File: src/logic/stc_consts.svh
`ifndef STC_CONSTS_SVH
`define STC_CONSTS_SVH
`define STC_ADDR_CTRL 12'h000
`define STC_ADDR_STAT 12'h004
`define STC_ADDR_PER 12'h008
`define STC_ADDR_TRK 12'h00C
`define STC_CTRL_RST 9'h000
`define STC_PER_RST 16'h0064
`define STC_CB_SMODE 0
`define STC_CB_DITH 2
`define STC_CB_DTX 3
`define STC_CB_FDT 4
`define STC_CB_DRV 5
`define STC_CB_USLP 7
`define STC_CB_ATRK 8
`define STC_CLK_MHZ 40
`define STC_DT_MIN_NS 75
`define STC_DT_EXT_NS 15
`define STC_DT_MIN_CYC 4'((`STC_DT_MIN_NS * `STC_CLK_MHZ + 999) / 1000)
`define STC_DT_EXT_CYC 4'((`STC_DT_EXT_NS * `STC_CLK_MHZ + 999) / 1000)
`define STC_FAST_PER 16'h0028
`define STC_PROBE_CYC 12'h800
`define STC_TRK_EDGE_MIN 7'h04
`define STC_TRK_EDGE_MAX 7'h40
`define STC_TRI_MAX 6'sh10
`endif

File: src/logic/stc_pkg.sv
package stc_pkg;
   typedef enum logic [1:0] {
      SYNC_RISE = 2'h0,
      SYNC_FALL = 2'h1,
      SYNC_OUT = 2'h2,
      SYNC_OUT_ALT = 2'h3
   } stc_sync_mode_type;
   typedef enum logic [1:0] {
      DRV_OPEN_DRAIN = 2'h0,
      DRV_PP_OUTPUT = 2'h1,
      DRV_PP_BIAS = 2'h2,
      DRV_CHARGE_PUMP = 2'h3
   } stc_drv_mode_type;
   typedef enum logic [4:0] {
      GS_OFF = 5'h01,
      GS_LO = 5'h02,
      GS_DT_HI = 5'h04,
      GS_HI = 5'h08,
      GS_DT_LO = 5'h10
   } stc_gate_state_type;
   // Asynchronous pin levels, each resynchronised
   typedef struct packed {
      logic sync;
      logic pwm_tracking_input;
      logic pwm_tracking_input_above;
      logic mode;
      logic en_ok;
      logic aux_ok;
      logic hiccup;
      logic tsd;
      logic bst_ok;
      logic bst_clamp;
      logic ss_above_ref;
      logic psm;
      logic usleep;
      logic rst_pin;
      logic strap_dtx;
      logic [1:0] lo_low;
      logic [1:0] ho_low;
   } stc_pins_type;
   // Same-clock demands from the modulator
   typedef struct packed {
      logic [1:0] pwm_hi;
      logic buck;
      logic boost;
      logic [7:0] duty;
   } stc_mod_type;
endpackage

File: src/logic/stc_top.sv
// Implementation choices: register access over APB and the register offsets.
`timescale 1ns/100ps
`include "stc_consts.svh"
// Overview of operation
// - Lock to sync within 50%, else resistor
// - Invalid sync frequency turns input buffer off
// - No sync following in power save/micro-sleep
// - Relock to sync pin after returning
// - Sync pin: rising, falling, or clock out
// - Analog-track start: mode edge ends soft start
// - Digital tracking needs threshold and valid PWM
// - Reference scales with duty, capped at nominal
// - Discharge soft start on five disable causes
// - Soft start done above reference, use reference
// - Disconnect driver has four supply configurations
// - Dither only when enabled, never while synced
// - Triangular plus random frequency modulation
// - Triangle rate itself varies at random
// - On-time rescaled every cycle while dithering
// - Buck/boost holds idle bridge high side on
// - Dead time and gate-low check before switching
// - Bootstrap undervoltage stops, restarts via soft start
// - Bootstrap overvoltage enables pull-down source
// - Dead-time extension adds one 25 ns cycle (15 ns rounded up)
// - Extension from strap pin or register
// - Register option shortens dead time when fast
// - Strap sampled once, held until reset/undervoltage
module stc_top (
   input wire logic i_ref_clk,
   input wire logic i_sys_rst,
   input wire logic i_psel,
   input wire logic i_penable,
   input wire logic i_pwrite,
   input wire logic [11:0] i_paddr,
   input wire logic [31:0] i_pwdata,
   output logic [31:0] o_prdata,
   output logic o_pready,
   output logic o_pslverr,
   input stc_pkg::stc_pins_type i_pins,
   input stc_pkg::stc_mod_type i_mod,
   output logic o_sync_o,
   output logic o_sync_oe,
   output logic o_sync_buf_en,
   output logic o_sw_clk,
   output logic [15:0] o_on_time,
   output logic [9:0] o_ref_scale,
   output logic o_ss_use_ref,
   output logic o_ss_discharge,
   output logic o_sw_en,
   output logic [1:0] o_ho,
   output logic [1:0] o_lo,
   output logic o_bst_pulldown,
   output stc_pkg::stc_drv_mode_type o_drv_mode
);
   localparam int NP = $bits(stc_pkg::stc_pins_type);
   logic [NP-1:0] s1, s2, s3, pf;
   stc_pkg::stc_pins_type p;
   logic [8:0] ctrl;
   logic [15:0] center;
   stc_pkg::stc_sync_mode_type smode;
   logic sync_d, sync_in, sync_edge, hold, have_edge, sync_valid, sync_bad;
   logic [16:0] sync_cnt;
   logic [15:0] sync_meas;
   logic [11:0] probe_cnt;
   logic [15:0] osc_cnt, per_cur, next_per;
   logic cyc_end;
   logic [15:0] lfsr;
   logic signed [5:0] tri_val;
   logic tri_up;
   logic [1:0] tri_div;
   logic dith_on;
   logic signed [6:0] mod_v;
   logic signed [23:0] dprod;
   logic [9:0] win_cnt;
   logic [10:0] hi_cnt;
   logic [6:0] edge_cnt;
   logic pwm_tracking_input_d, trk_ok, trk_active;
   logic [9:0] trk_scale;
   logic fault, ss_done, mode_d;
   logic rst_d, latched, dtx_strap;
   logic [3:0] dt_cyc;

   // Three-stage resynchroniser, value taken when stages two and three agree
   genvar gi;
   generate
      for (gi = 0; gi < NP; gi++) begin : g_sync
         always_ff @(posedge i_ref_clk) begin
            if (i_sys_rst) begin
               s1[gi] <= 1'b0;
               s2[gi] <= 1'b0;
               s3[gi] <= 1'b0;
               pf[gi] <= 1'b0;
            end else begin
               s1[gi] <= i_pins[gi];
               s2[gi] <= s1[gi];
               s3[gi] <= s2[gi];
               if (s2[gi] == s3[gi]) begin
                  pf[gi] <= s3[gi];
               end
            end
         end
      end
   endgenerate
   assign p = pf;

   // APB slave, zero wait states, data sampled in setup phase
   assign o_pready = i_psel & i_penable;
   always_ff @(posedge i_ref_clk) begin
      if (i_sys_rst) begin
         o_prdata <= 32'h0000_0000;
         o_pslverr <= 1'b0;
      end else if (i_psel && !i_penable) begin
         o_pslverr <= 1'b0;
         unique case (i_paddr)
            `STC_ADDR_CTRL: o_prdata <= {23'h00_0000, ctrl};
            `STC_ADDR_STAT: o_prdata <= {24'h00_0000, trk_active, ss_done, o_sw_en,
               sync_valid, o_sync_buf_en, dtx_strap, latched, o_bst_pulldown};
            `STC_ADDR_PER: o_prdata <= {16'h0000, center};
            `STC_ADDR_TRK: o_prdata <= {6'h00, trk_scale, sync_meas};
            default: begin
               o_prdata <= 32'h0000_0000;
               o_pslverr <= 1'b1;
            end
         endcase
      end
   end

   // Register writes at the access edge
   always_ff @(posedge i_ref_clk) begin
      if (i_sys_rst) begin
         ctrl <= `STC_CTRL_RST;
         center <= `STC_PER_RST;
      end else if (i_psel && i_penable && i_pwrite) begin
         if (i_paddr == `STC_ADDR_CTRL) begin
            ctrl <= i_pwdata[8:0];
         end
         if (i_paddr == `STC_ADDR_PER) begin
            center <= i_pwdata[15:0];
         end
      end
   end
   assign smode = stc_pkg::stc_sync_mode_type'(ctrl[`STC_CB_SMODE+:2]);
   assign o_drv_mode = stc_pkg::stc_drv_mode_type'(ctrl[`STC_CB_DRV+:2]);

   // Sync pin direction and edge choice
   assign o_sync_oe = smode[1];
   assign o_sync_o = smode[1] & o_sw_clk;
   assign sync_in = p.sync & o_sync_buf_en & ~smode[1];
   assign sync_edge = (smode == stc_pkg::SYNC_FALL) ? (sync_d & ~sync_in) :
      (~sync_d & sync_in);
   assign hold = p.psm | (p.usleep & ctrl[`STC_CB_USLP]);
   // Period out of the +-50 % frequency window, or no edge at all
   assign sync_bad = (sync_edge && have_edge &&
      ((18'({1'b0, sync_cnt}) * 18'h0_0003 < {1'b0, center, 1'b0}) ||
      (sync_cnt > {center, 1'b0}))) || (sync_cnt > {center, 1'b0});

   // Period measurement, lock state and buffer power
   always_ff @(posedge i_ref_clk) begin
      if (i_sys_rst) begin
         sync_d <= 1'b0;
         sync_cnt <= 17'h0_0000;
         sync_meas <= 16'h0000;
         have_edge <= 1'b0;
         sync_valid <= 1'b0;
         o_sync_buf_en <= 1'b1;
         probe_cnt <= 12'h000;
      end else begin
         sync_d <= sync_in;
         if (hold || smode[1]) begin
            sync_valid <= 1'b0;
            have_edge <= 1'b0;
            sync_cnt <= 17'h0_0000;
         end else if (!o_sync_buf_en) begin
            probe_cnt <= probe_cnt - 12'h001;
            if (probe_cnt == 12'h000) begin
               o_sync_buf_en <= 1'b1;
               sync_cnt <= 17'h0_0000;
            end
         end else if (sync_bad) begin
            o_sync_buf_en <= 1'b0;
            probe_cnt <= `STC_PROBE_CYC;
            sync_valid <= 1'b0;
            have_edge <= 1'b0;
         end else if (sync_edge) begin
            have_edge <= 1'b1;
            sync_valid <= have_edge;
            sync_meas <= sync_cnt[15:0];
            sync_cnt <= 17'h0_0001;
         end else begin
            sync_cnt <= sync_cnt + 17'h0_0001;
         end
      end
   end

   // Spread-spectrum modulation terms
   // Buffer power-down must not stop dithering while no sync source is fitted
   assign dith_on = ctrl[`STC_CB_DITH] & ~sync_valid;
   assign mod_v = 7'(tri_val) + 7'($signed({1'b0, lfsr[2:0]}) - 7'sh04);
   assign dprod = $signed({8'h00, center}) * 24'(mod_v);
   always_comb begin
      if (sync_valid) begin
         next_per = sync_meas;
      end else if (dith_on) begin
         next_per = 16'(center + dprod[22:7]);
      end else begin
         next_per = center;
      end
   end

   // Random sequence and triangle with random step rate
   always_ff @(posedge i_ref_clk) begin
      if (i_sys_rst) begin
         lfsr <= 16'hACE1;
         tri_val <= 6'sh00;
         tri_up <= 1'b1;
         tri_div <= 2'h0;
      end else if (cyc_end) begin
         lfsr <= {lfsr[14:0], lfsr[15] ^ lfsr[13] ^ lfsr[12] ^ lfsr[10]};
         tri_div <= tri_div - 2'h1;
         if (tri_div == 2'h0) begin
            tri_div <= lfsr[5:4];
            if (tri_up) begin
               tri_val <= tri_val + 6'sh01;
               tri_up <= tri_val < `STC_TRI_MAX - 6'sh01;
            end else begin
               tri_val <= tri_val - 6'sh01;
               tri_up <= tri_val <= -`STC_TRI_MAX + 6'sh01;
            end
         end
      end
   end

   // Switching clock, phase-aligned to sync edges when locked
   assign cyc_end = (osc_cnt + 16'h0001 >= per_cur) | (sync_valid & sync_edge);
   always_ff @(posedge i_ref_clk) begin
      if (i_sys_rst) begin
         osc_cnt <= 16'h0000;
         per_cur <= `STC_PER_RST;
         o_sw_clk <= 1'b0;
         o_on_time <= 16'h0000;
      end else begin
         if (cyc_end) begin
            osc_cnt <= 16'h0000;
            per_cur <= next_per;
            o_on_time <= 16'((24'(next_per) * 24'(i_mod.duty)) >> 8);
         end else begin
            osc_cnt <= osc_cnt + 16'h0001;
         end
         o_sw_clk <= cyc_end | (osc_cnt + 16'h0001 < {1'b0, per_cur[15:1]});
      end
   end

   // Digital tracking: duty and edge count over a fixed window
   assign trk_active = trk_ok & p.pwm_tracking_input_above;
   assign o_ref_scale = trk_active ? trk_scale : 10'h3FF;
   always_ff @(posedge i_ref_clk) begin
      if (i_sys_rst) begin
         win_cnt <= 10'h000;
         hi_cnt <= 11'h000;
         edge_cnt <= 7'h00;
         pwm_tracking_input_d <= 1'b0;
         trk_ok <= 1'b0;
         trk_scale <= 10'h3FF;
      end else begin
         pwm_tracking_input_d <= p.pwm_tracking_input;
         win_cnt <= win_cnt + 10'h001;
         if (win_cnt == 10'h3FF) begin
            trk_ok <= p.pwm_tracking_input_above && edge_cnt >= `STC_TRK_EDGE_MIN &&
               edge_cnt <= `STC_TRK_EDGE_MAX;
            trk_scale <= hi_cnt[10] ? 10'h3FF : hi_cnt[9:0];
            hi_cnt <= 11'h000;
            edge_cnt <= 7'h00;
         end else begin
            hi_cnt <= hi_cnt + {10'h000, p.pwm_tracking_input};
            if (p.pwm_tracking_input && !pwm_tracking_input_d && edge_cnt != 7'h7F) begin
               edge_cnt <= edge_cnt + 7'h01;
            end
         end
      end
   end

   // Soft start, disable causes and bootstrap protection
   assign fault = ~p.en_ok | ~p.aux_ok | p.hiccup | p.tsd | ~p.bst_ok;
   assign o_ss_use_ref = ss_done;
   always_ff @(posedge i_ref_clk) begin
      if (i_sys_rst) begin
         o_ss_discharge <= 1'b1;
         o_sw_en <= 1'b0;
         ss_done <= 1'b0;
         mode_d <= 1'b0;
         o_bst_pulldown <= 1'b0;
      end else begin
         mode_d <= p.mode;
         o_ss_discharge <= fault;
         o_sw_en <= ~fault;
         o_bst_pulldown <= p.bst_clamp;
         if (fault) begin
            ss_done <= 1'b0;
         end else if (p.ss_above_ref) begin
            ss_done <= 1'b1;
         end else if (ctrl[`STC_CB_ATRK] && (p.mode != mode_d)) begin
            ss_done <= 1'b1;
         end
      end
   end

   // Strap latch, released by reset pin toggle or aux undervoltage
   always_ff @(posedge i_ref_clk) begin
      if (i_sys_rst) begin
         rst_d <= 1'b0;
         latched <= 1'b0;
         dtx_strap <= 1'b0;
      end else begin
         rst_d <= p.rst_pin;
         if ((p.rst_pin != rst_d) || !p.aux_ok) begin
            latched <= 1'b0;
         end else if (!latched) begin
            latched <= 1'b1;
            dtx_strap <= p.strap_dtx;
         end
      end
   end

   // Dead-time count in reference cycles
   always_ff @(posedge i_ref_clk) begin
      if (i_sys_rst) begin
         dt_cyc <= `STC_DT_MIN_CYC;
      end else begin
         dt_cyc <= `STC_DT_MIN_CYC
            + ((dtx_strap | ctrl[`STC_CB_DTX]) ? `STC_DT_EXT_CYC : 4'h0)
            - ((ctrl[`STC_CB_FDT] && center <= `STC_FAST_PER) ? 4'h1 : 4'h0);
      end
   end

   // Per-bridge gate sequencer with shoot-through protection
   generate
      for (gi = 0; gi < 2; gi++) begin : g_bridge
         stc_pkg::stc_gate_state_type st;
         logic [3:0] cnt;
         logic want_hi;
         assign want_hi = (gi == 0) ? (i_mod.boost | (~i_mod.buck & i_mod.pwm_hi[gi])) :
            (i_mod.buck | (~i_mod.boost & i_mod.pwm_hi[gi]));
         assign o_ho[gi] = (st == stc_pkg::GS_HI);
         assign o_lo[gi] = (st == stc_pkg::GS_LO);
         always_ff @(posedge i_ref_clk) begin
            if (i_sys_rst) begin
               st <= stc_pkg::GS_OFF;
               cnt <= 4'h0;
            end else if (!o_sw_en) begin
               st <= stc_pkg::GS_OFF;
               cnt <= 4'h0;
            end else begin
               cnt <= cnt + 4'h1;
               unique case (st)
                  stc_pkg::GS_OFF, stc_pkg::GS_LO, stc_pkg::GS_HI: begin
                     cnt <= 4'h0;
                     if (want_hi && st != stc_pkg::GS_HI) begin
                        st <= stc_pkg::GS_DT_HI;
                     end else if (!want_hi && st != stc_pkg::GS_LO) begin
                        st <= stc_pkg::GS_DT_LO;
                     end
                  end
                  stc_pkg::GS_DT_HI: begin
                     if (!want_hi) begin
                        st <= stc_pkg::GS_DT_LO;
                        cnt <= 4'h0;
                     end else if (cnt + 4'h1 >= dt_cyc && p.lo_low[gi]) begin
                        st <= stc_pkg::GS_HI;
                     end
                  end
                  stc_pkg::GS_DT_LO: begin
                     if (want_hi) begin
                        st <= stc_pkg::GS_DT_HI;
                        cnt <= 4'h0;
                     end else if (cnt + 4'h1 >= dt_cyc && p.ho_low[gi]) begin
                        st <= stc_pkg::GS_LO;
                     end
                  end
               endcase
            end
         end
      end
   endgenerate
endmodule // stc_top

File: config.mk
export PLATFORM = sky130hd
export DESIGN_NAME = stc_top
export DESIGN_NICKNAME = d
export VERILOG_FILES = /design/src/logic/stc_pkg.sv /design/src/logic/stc_top.sv
export VERILOG_INCLUDE_DIRS = /design/src /design/src/logic
export SDC_FILE = /design/constraint.sdc
export NUM_CORES = 1
export LEC_CHECK = 0
export ABC_CLOCK_PERIOD_IN_PS = 33100
export BUFFER_PORTS_ARGS = -buffer_cell sky130_fd_sc_hd__buf_2
export CORE_UTILIZATION = 55
export DETAILED_ROUTE_END_ITERATION = 10
export PLACE_DENSITY = 0.84
export SLEW_MARGIN = 5
export SYNTH_ARGS = -nofsm -noshare
export SYNTH_HDL_FRONTEND = slang
export SYNTH_SLANG_ARGS = --single-unit
File: constraint.sdc
create_clock -name i_ref_clk -period 33.1 [get_ports i_ref_clk]
set_input_delay 0 -clock i_ref_clk [delete_from_list [all_inputs] [get_ports i_ref_clk]]
set_output_delay 0 -clock i_ref_clk [all_outputs]
set_load 0.02 [all_outputs]
==> Flow_metrics.wiki <==
{| class="wikitable"
! Metric !! Value
|-
| Cell type of the slowest stage on the worst timing path || sky130_fd_sc_hd__fa_1
|-
| Category of the critical setup timing path || reg2reg
|-
| Resized cells post-CTS || 0
|-
| Count of filler cells inserted in the layout || 3433
|-
| Async SR Flop Fraction || 0
|-
| Largest net degree at the start of global routing || 78
|-
| Distinct cell type count of the synthesized netlist || 93
|-
| Area fraction in and, or, nand and nor cells after synthesis || 0.214
|-
| Critical path's most frequent cell || sky130_fd_sc_hd__fa_1
|-
| Pwr/cell area || 33.2 mW/mm^2
|-
| Clock transition at path regs || 0.06 ns
|-
| Residual overflow from global routing || 0
|-
| Peak supply drop || 42.0 uV
|-
| Initial Util || 0.559
|-
| Dpl hpwl || 42.9 mm
|-
| Setup fix buffers added after clock tree synthesis || 0
|-
| Xor and xnor area share after synthesis || 0.0354
|-
| Number of placed cells counting well taps || 3272
|-
| Gpl congestion || 0.886
|-
| Maximum clock skew at final layout || 0.0528 ns
|-
| Final core utilization || 0.622
|-
| Post-DR wirelength/cell || 17.7 microns
|-
| Worst skew pair latency || 0.58 ns
|-
| Number of buffers inserted during clock tree synthesis || 36
|-
| Post-synthesis adder-cell area fraction || 0.246
|-
| Worst relative slew slack || 0.178
|-
| Initial antenna violation count || 2
|-
| Placement Rows || 75
|-
| Mean number of vias per cell || 5.83
|-
| Worst hold path class || in2reg
|-
| Synthesis-to-layout area growth || 11.4%
|-
| Top_reg_cell synth || sky130_fd_sc_hd__dfxtp_1
|-
| 1st-iter DRT viols || 1361
|-
| Endpoint class of the critical path || register
|-
| Ys Warns || 0
|-
| GRT met2 Usage || 0.494
|-
| Share of the synthesized area in compound gates (AO/OA/AOI/OAI) || 0.130
|-
| Unrepaired setup endpoints after global routing || no
|-
| Portion of the post-synthesis area used by sequential elements || 0.273
|-
| Finished Layout Cells || 3386
|-
| Global Route met1 Usage || 0.324
|-
| Critical Path Fanout Max || 10
|-
| Transition time at the pin with the least slew margin || 1.23 ns
|-
| Sink count of the clock tree || 320
|-
| Post-synthesis instance area || 0.0235 sq mm
|-
| Max-capacitance violation count || 0
|-
| Final Hold Fails || 0
|-
| H-tree level count || 2
|-
| Combinational family with the most area after synthesis || adder cells
|-
| Vias in the first global route || 20100
|-
| Status || completed
|-
| Root Buffer Master || sky130_fd_sc_hd__clkbuf_16
|-
| Floorplan die height || 209 microns
|-
| Tcrit/Tclk final || 0.383
|-
| Chip Width || 209 microns
|-
| Mux cell area share after synthesis || 0.0329
|-
| Fmax achieved || 0.0789 GHz
|-
| Total wirelength of the detailed-routed design || 59.8 mm
|-
| Layout cell share with drive strength beyond 1 || 0.0928
|-
| Required time at the worst-slack endpoint || 33.49 ns
|-
| Pre-antenna DRT Iters || 5
|-
| Remaining design rule violation count || 0
|-
| Total of hold buffers inserted after clock tree synthesis || 50
|-
| Number of flip-flops and latches in the synthesized netlist || 320
|-
| DR vias || 19700
|-
| Worst path max stage delay || 0.57 ns
|-
| Overall track demand over capacity in global routing || 0.276
|-
| Final Max Slew Viols || 0
|-
| Busiest grt layer || met2
|-
| Count of antenna-violating nets left after detailed routing || 0
|-
| Number of synthesized flops with an enable pin || 0
|-
| Kind of start point of the critical path || register
|-
| Slack of the worst reg-to-reg path || 20.43 ns
|-
| Final-stage net count || 3270
|-
| Worst endpoint data arrival time || 13.07 ns
|-
| Post-Synthesis Cells || 2700
|-
| I/O pin count || 154
|-
| GR met3 Demand/Resource || 0.0371
|-
| Number of buffers on the longest clock path || 3
|-
| CTS tree || yes
|-
| Die Area || 0.0435 sq mm
|-
| Count of input and output buffers || 131
|-
| First-pass GRT wire length || 98.3 mm
|-
| Mean instance size in the synthesized netlist || 8.70 sq um
|-
| Static Leakage || 0.0121 uW
|-
| Setup violators final || 0
|-
| Final critical delay including setup and external delays || 12.67 ns
|-
| Total Negative Setup Slacks || 0 ns
|-
| Core region area || 0.0420 sq mm
|}
==> cell usage after synthesis (all sizes together) (18+ instances only) <==
cell	instances	area [sq um]
a21o	40	302
a21oi	142	726
a31oi	20	153
and2	123	776
and3	49	307
buf	30	210
clkbuf	89	334
dfxtp	320	6410
fa	156	3120
ha	213	2670
inv	279	1050
mux2i	75	751
nand2	271	1020
nand2b	32	200
nand3	50	250
nand4	18	119
nor2	193	724
nor2b	120	751
nor3	48	250
o211ai	24	185
o21a	20	159
o21ai	84	439
or3	25	156
xnor2	51	447
xor2	44	385
==> routing by layer <==
| layer | vias to the layer above | part of all wire |
|---|---|---|
| li1 | 9259 | - |
| met1 | 9582 | 0.40 |
| met2 | 722 | 0.49 |
| met3 | 184 | 0.060 |
| met4 | 0 | 0.046 |
| met5 | - | 0 |
==> worst max-delay path: cells and delay by family (launching register included) <==
kind | cells | cell delay [ns]
buffers and inverters | 4 | 0.40
flip-flops | 1 | 0.37
AND/OR/NAND/NOR | 9 | 1.69
XOR/XNOR | 1 | 0.18
AO/OA/AOI/OAI | 18 | 4.16
adder cells (fa/ha/maj) | 13 | 5.67
==> sequential cells by signal (all words and copies together) (netlist names), 3 cells and up <==
signal        count
dt_cyc            3
osc_cnt          16
tri_val           6
s3               19
g_bridge.st      10
sync_cnt         17
sync_meas        16
s2               19
trk_scale        10
s1               19
lfsr             16
o_on_time        16
hi_cnt           11
win_cnt          10
o_prdata         26
per_cur          16
center           16
g_bridge.cnt      8
edge_cnt          7
p                19
ctrl              9
probe_cnt        12
==> report_power, final <==
part	switching, uW	internal [uW]
clock network	175	239
logic	36.2	25.9
registers	2.87	390
total	214	654
==> cells in the final DEF (no fill, tap or decap), types with 8 or more instances in the layout <==
| cell | Yosys | final |
|---|---|---|
| sky130_fd_sc_hd__o211ai_1 | 23 | 23 |
| sky130_fd_sc_hd__o31ai_1 | 9 | 9 |
| sky130_fd_sc_hd__o21a_1 | 18 | 18 |
| sky130_fd_sc_hd__nor2b_1 | 120 | 120 |
| sky130_fd_sc_hd__a21o_1 | 39 | 39 |
| sky130_fd_sc_hd__buf_4 | 11 | 16 |
| sky130_fd_sc_hd__a221oi_1 | 9 | 9 |
| sky130_fd_sc_hd__dfxtp_1 | 320 | 320 |
| sky130_fd_sc_hd__a211oi_1 | 16 | 16 |
| sky130_fd_sc_hd__a21oi_1 | 140 | 140 |
| sky130_fd_sc_hd__or2_2 | 16 | 16 |
| sky130_fd_sc_hd__xnor2_1 | 51 | 51 |
| sky130_fd_sc_hd__nor4_1 | 10 | 9 |
| sky130_fd_sc_hd__nand3b_1 | 9 | 9 |
| sky130_fd_sc_hd__fa_1 | 156 | 156 |
| sky130_fd_sc_hd__a311oi_1 | 8 | 8 |
| sky130_fd_sc_hd__xor2_1 | 44 | 44 |
| sky130_fd_sc_hd__o21bai_1 | 9 | 9 |
| sky130_fd_sc_hd__o21ai_0 | 71 | 71 |
| sky130_fd_sc_hd__buf_2 | 9 | 130 |
| sky130_fd_sc_hd__nor3_1 | 46 | 45 |
| sky130_fd_sc_hd__and2_1 | 118 | 118 |
| sky130_fd_sc_hd__and3_1 | 49 | 49 |
| sky130_fd_sc_hd__clkbuf_16 | 0 | 36 |
| sky130_fd_sc_hd__o21ai_1 | 8 | 8 |
| sky130_fd_sc_hd__ha_1 | 213 | 213 |
| sky130_fd_sc_hd__a31oi_1 | 17 | 17 |
| sky130_fd_sc_hd__or3_1 | 25 | 25 |
| sky130_fd_sc_hd__o22a_1 | 10 | 10 |
| sky130_fd_sc_hd__mux2i_1 | 75 | 75 |
| sky130_fd_sc_hd__nand2_1 | 270 | 270 |
| sky130_fd_sc_hd__dlygate4sd3_1 | 0 | 50 |
| sky130_fd_sc_hd__nand3_1 | 50 | 50 |
| sky130_fd_sc_hd__inv_1 | 279 | 278 |
| sky130_fd_sc_hd__nor2_1 | 193 | 193 |
| sky130_fd_sc_hd__nand2b_1 | 32 | 32 |
| sky130_fd_sc_hd__nand4_1 | 17 | 17 |
==> metrics by stage <==
step,cell area [sq um],total power (uW),hold WS [ns],setup WS [ns]
2_1_floorplan,23500,442,0.128,21.58
3_3_place_gp,24400,455,0.214,20.68
5_1_grt,26200,896,0.0634,19.77
3_5_place_dp,24400,458,0.216,20.53
6_report,26200,869,0.0359,20.43
4_1_cts,26200,873,0.0158,20.46
==> path summary, 6_finish.rpt <==
path / start / end / depth (start not counted)
setup / recovery: tri_val[0]$_SDFFE_PP0P_ / o_on_time[15]$_SDFFE_PP0P_ / 45
hold / removal: i_psel / o_prdata[18]$_SDFFE_PP0P_ / 5
setup reg to reg: tri_val[0]$_SDFFE_PP0P_ / o_on_time[15]$_SDFFE_PP0P_ / 45
hold reg to reg: s1[10]$_SDFF_PP0_ / s2[10]$_SDFF_PP0_ / 1
==> cells by family after synthesis <==
family / Yosys count
buf+inv: 401
mux: 77
other cells: 1
simple gates: 992
flops: 320
fa+ha+maj: 369
xor+xnor: 95
compound gates: 445
==> layout make-up <==
type	instances	area (sq um)	share of cell area
timing repair buffer	197	1280	0.0490
antenna	2	5.00	0.000191
inverter	282	1060	0.0405
multi-input combinational	1984	15500	0.593
clock inverter	16	224	0.00856
tap	539	674	0.0258
sequential	320	6410	0.245
clock buffer	46	988	0.0378
Note: power is estimated with default switching activity, not from simulation.
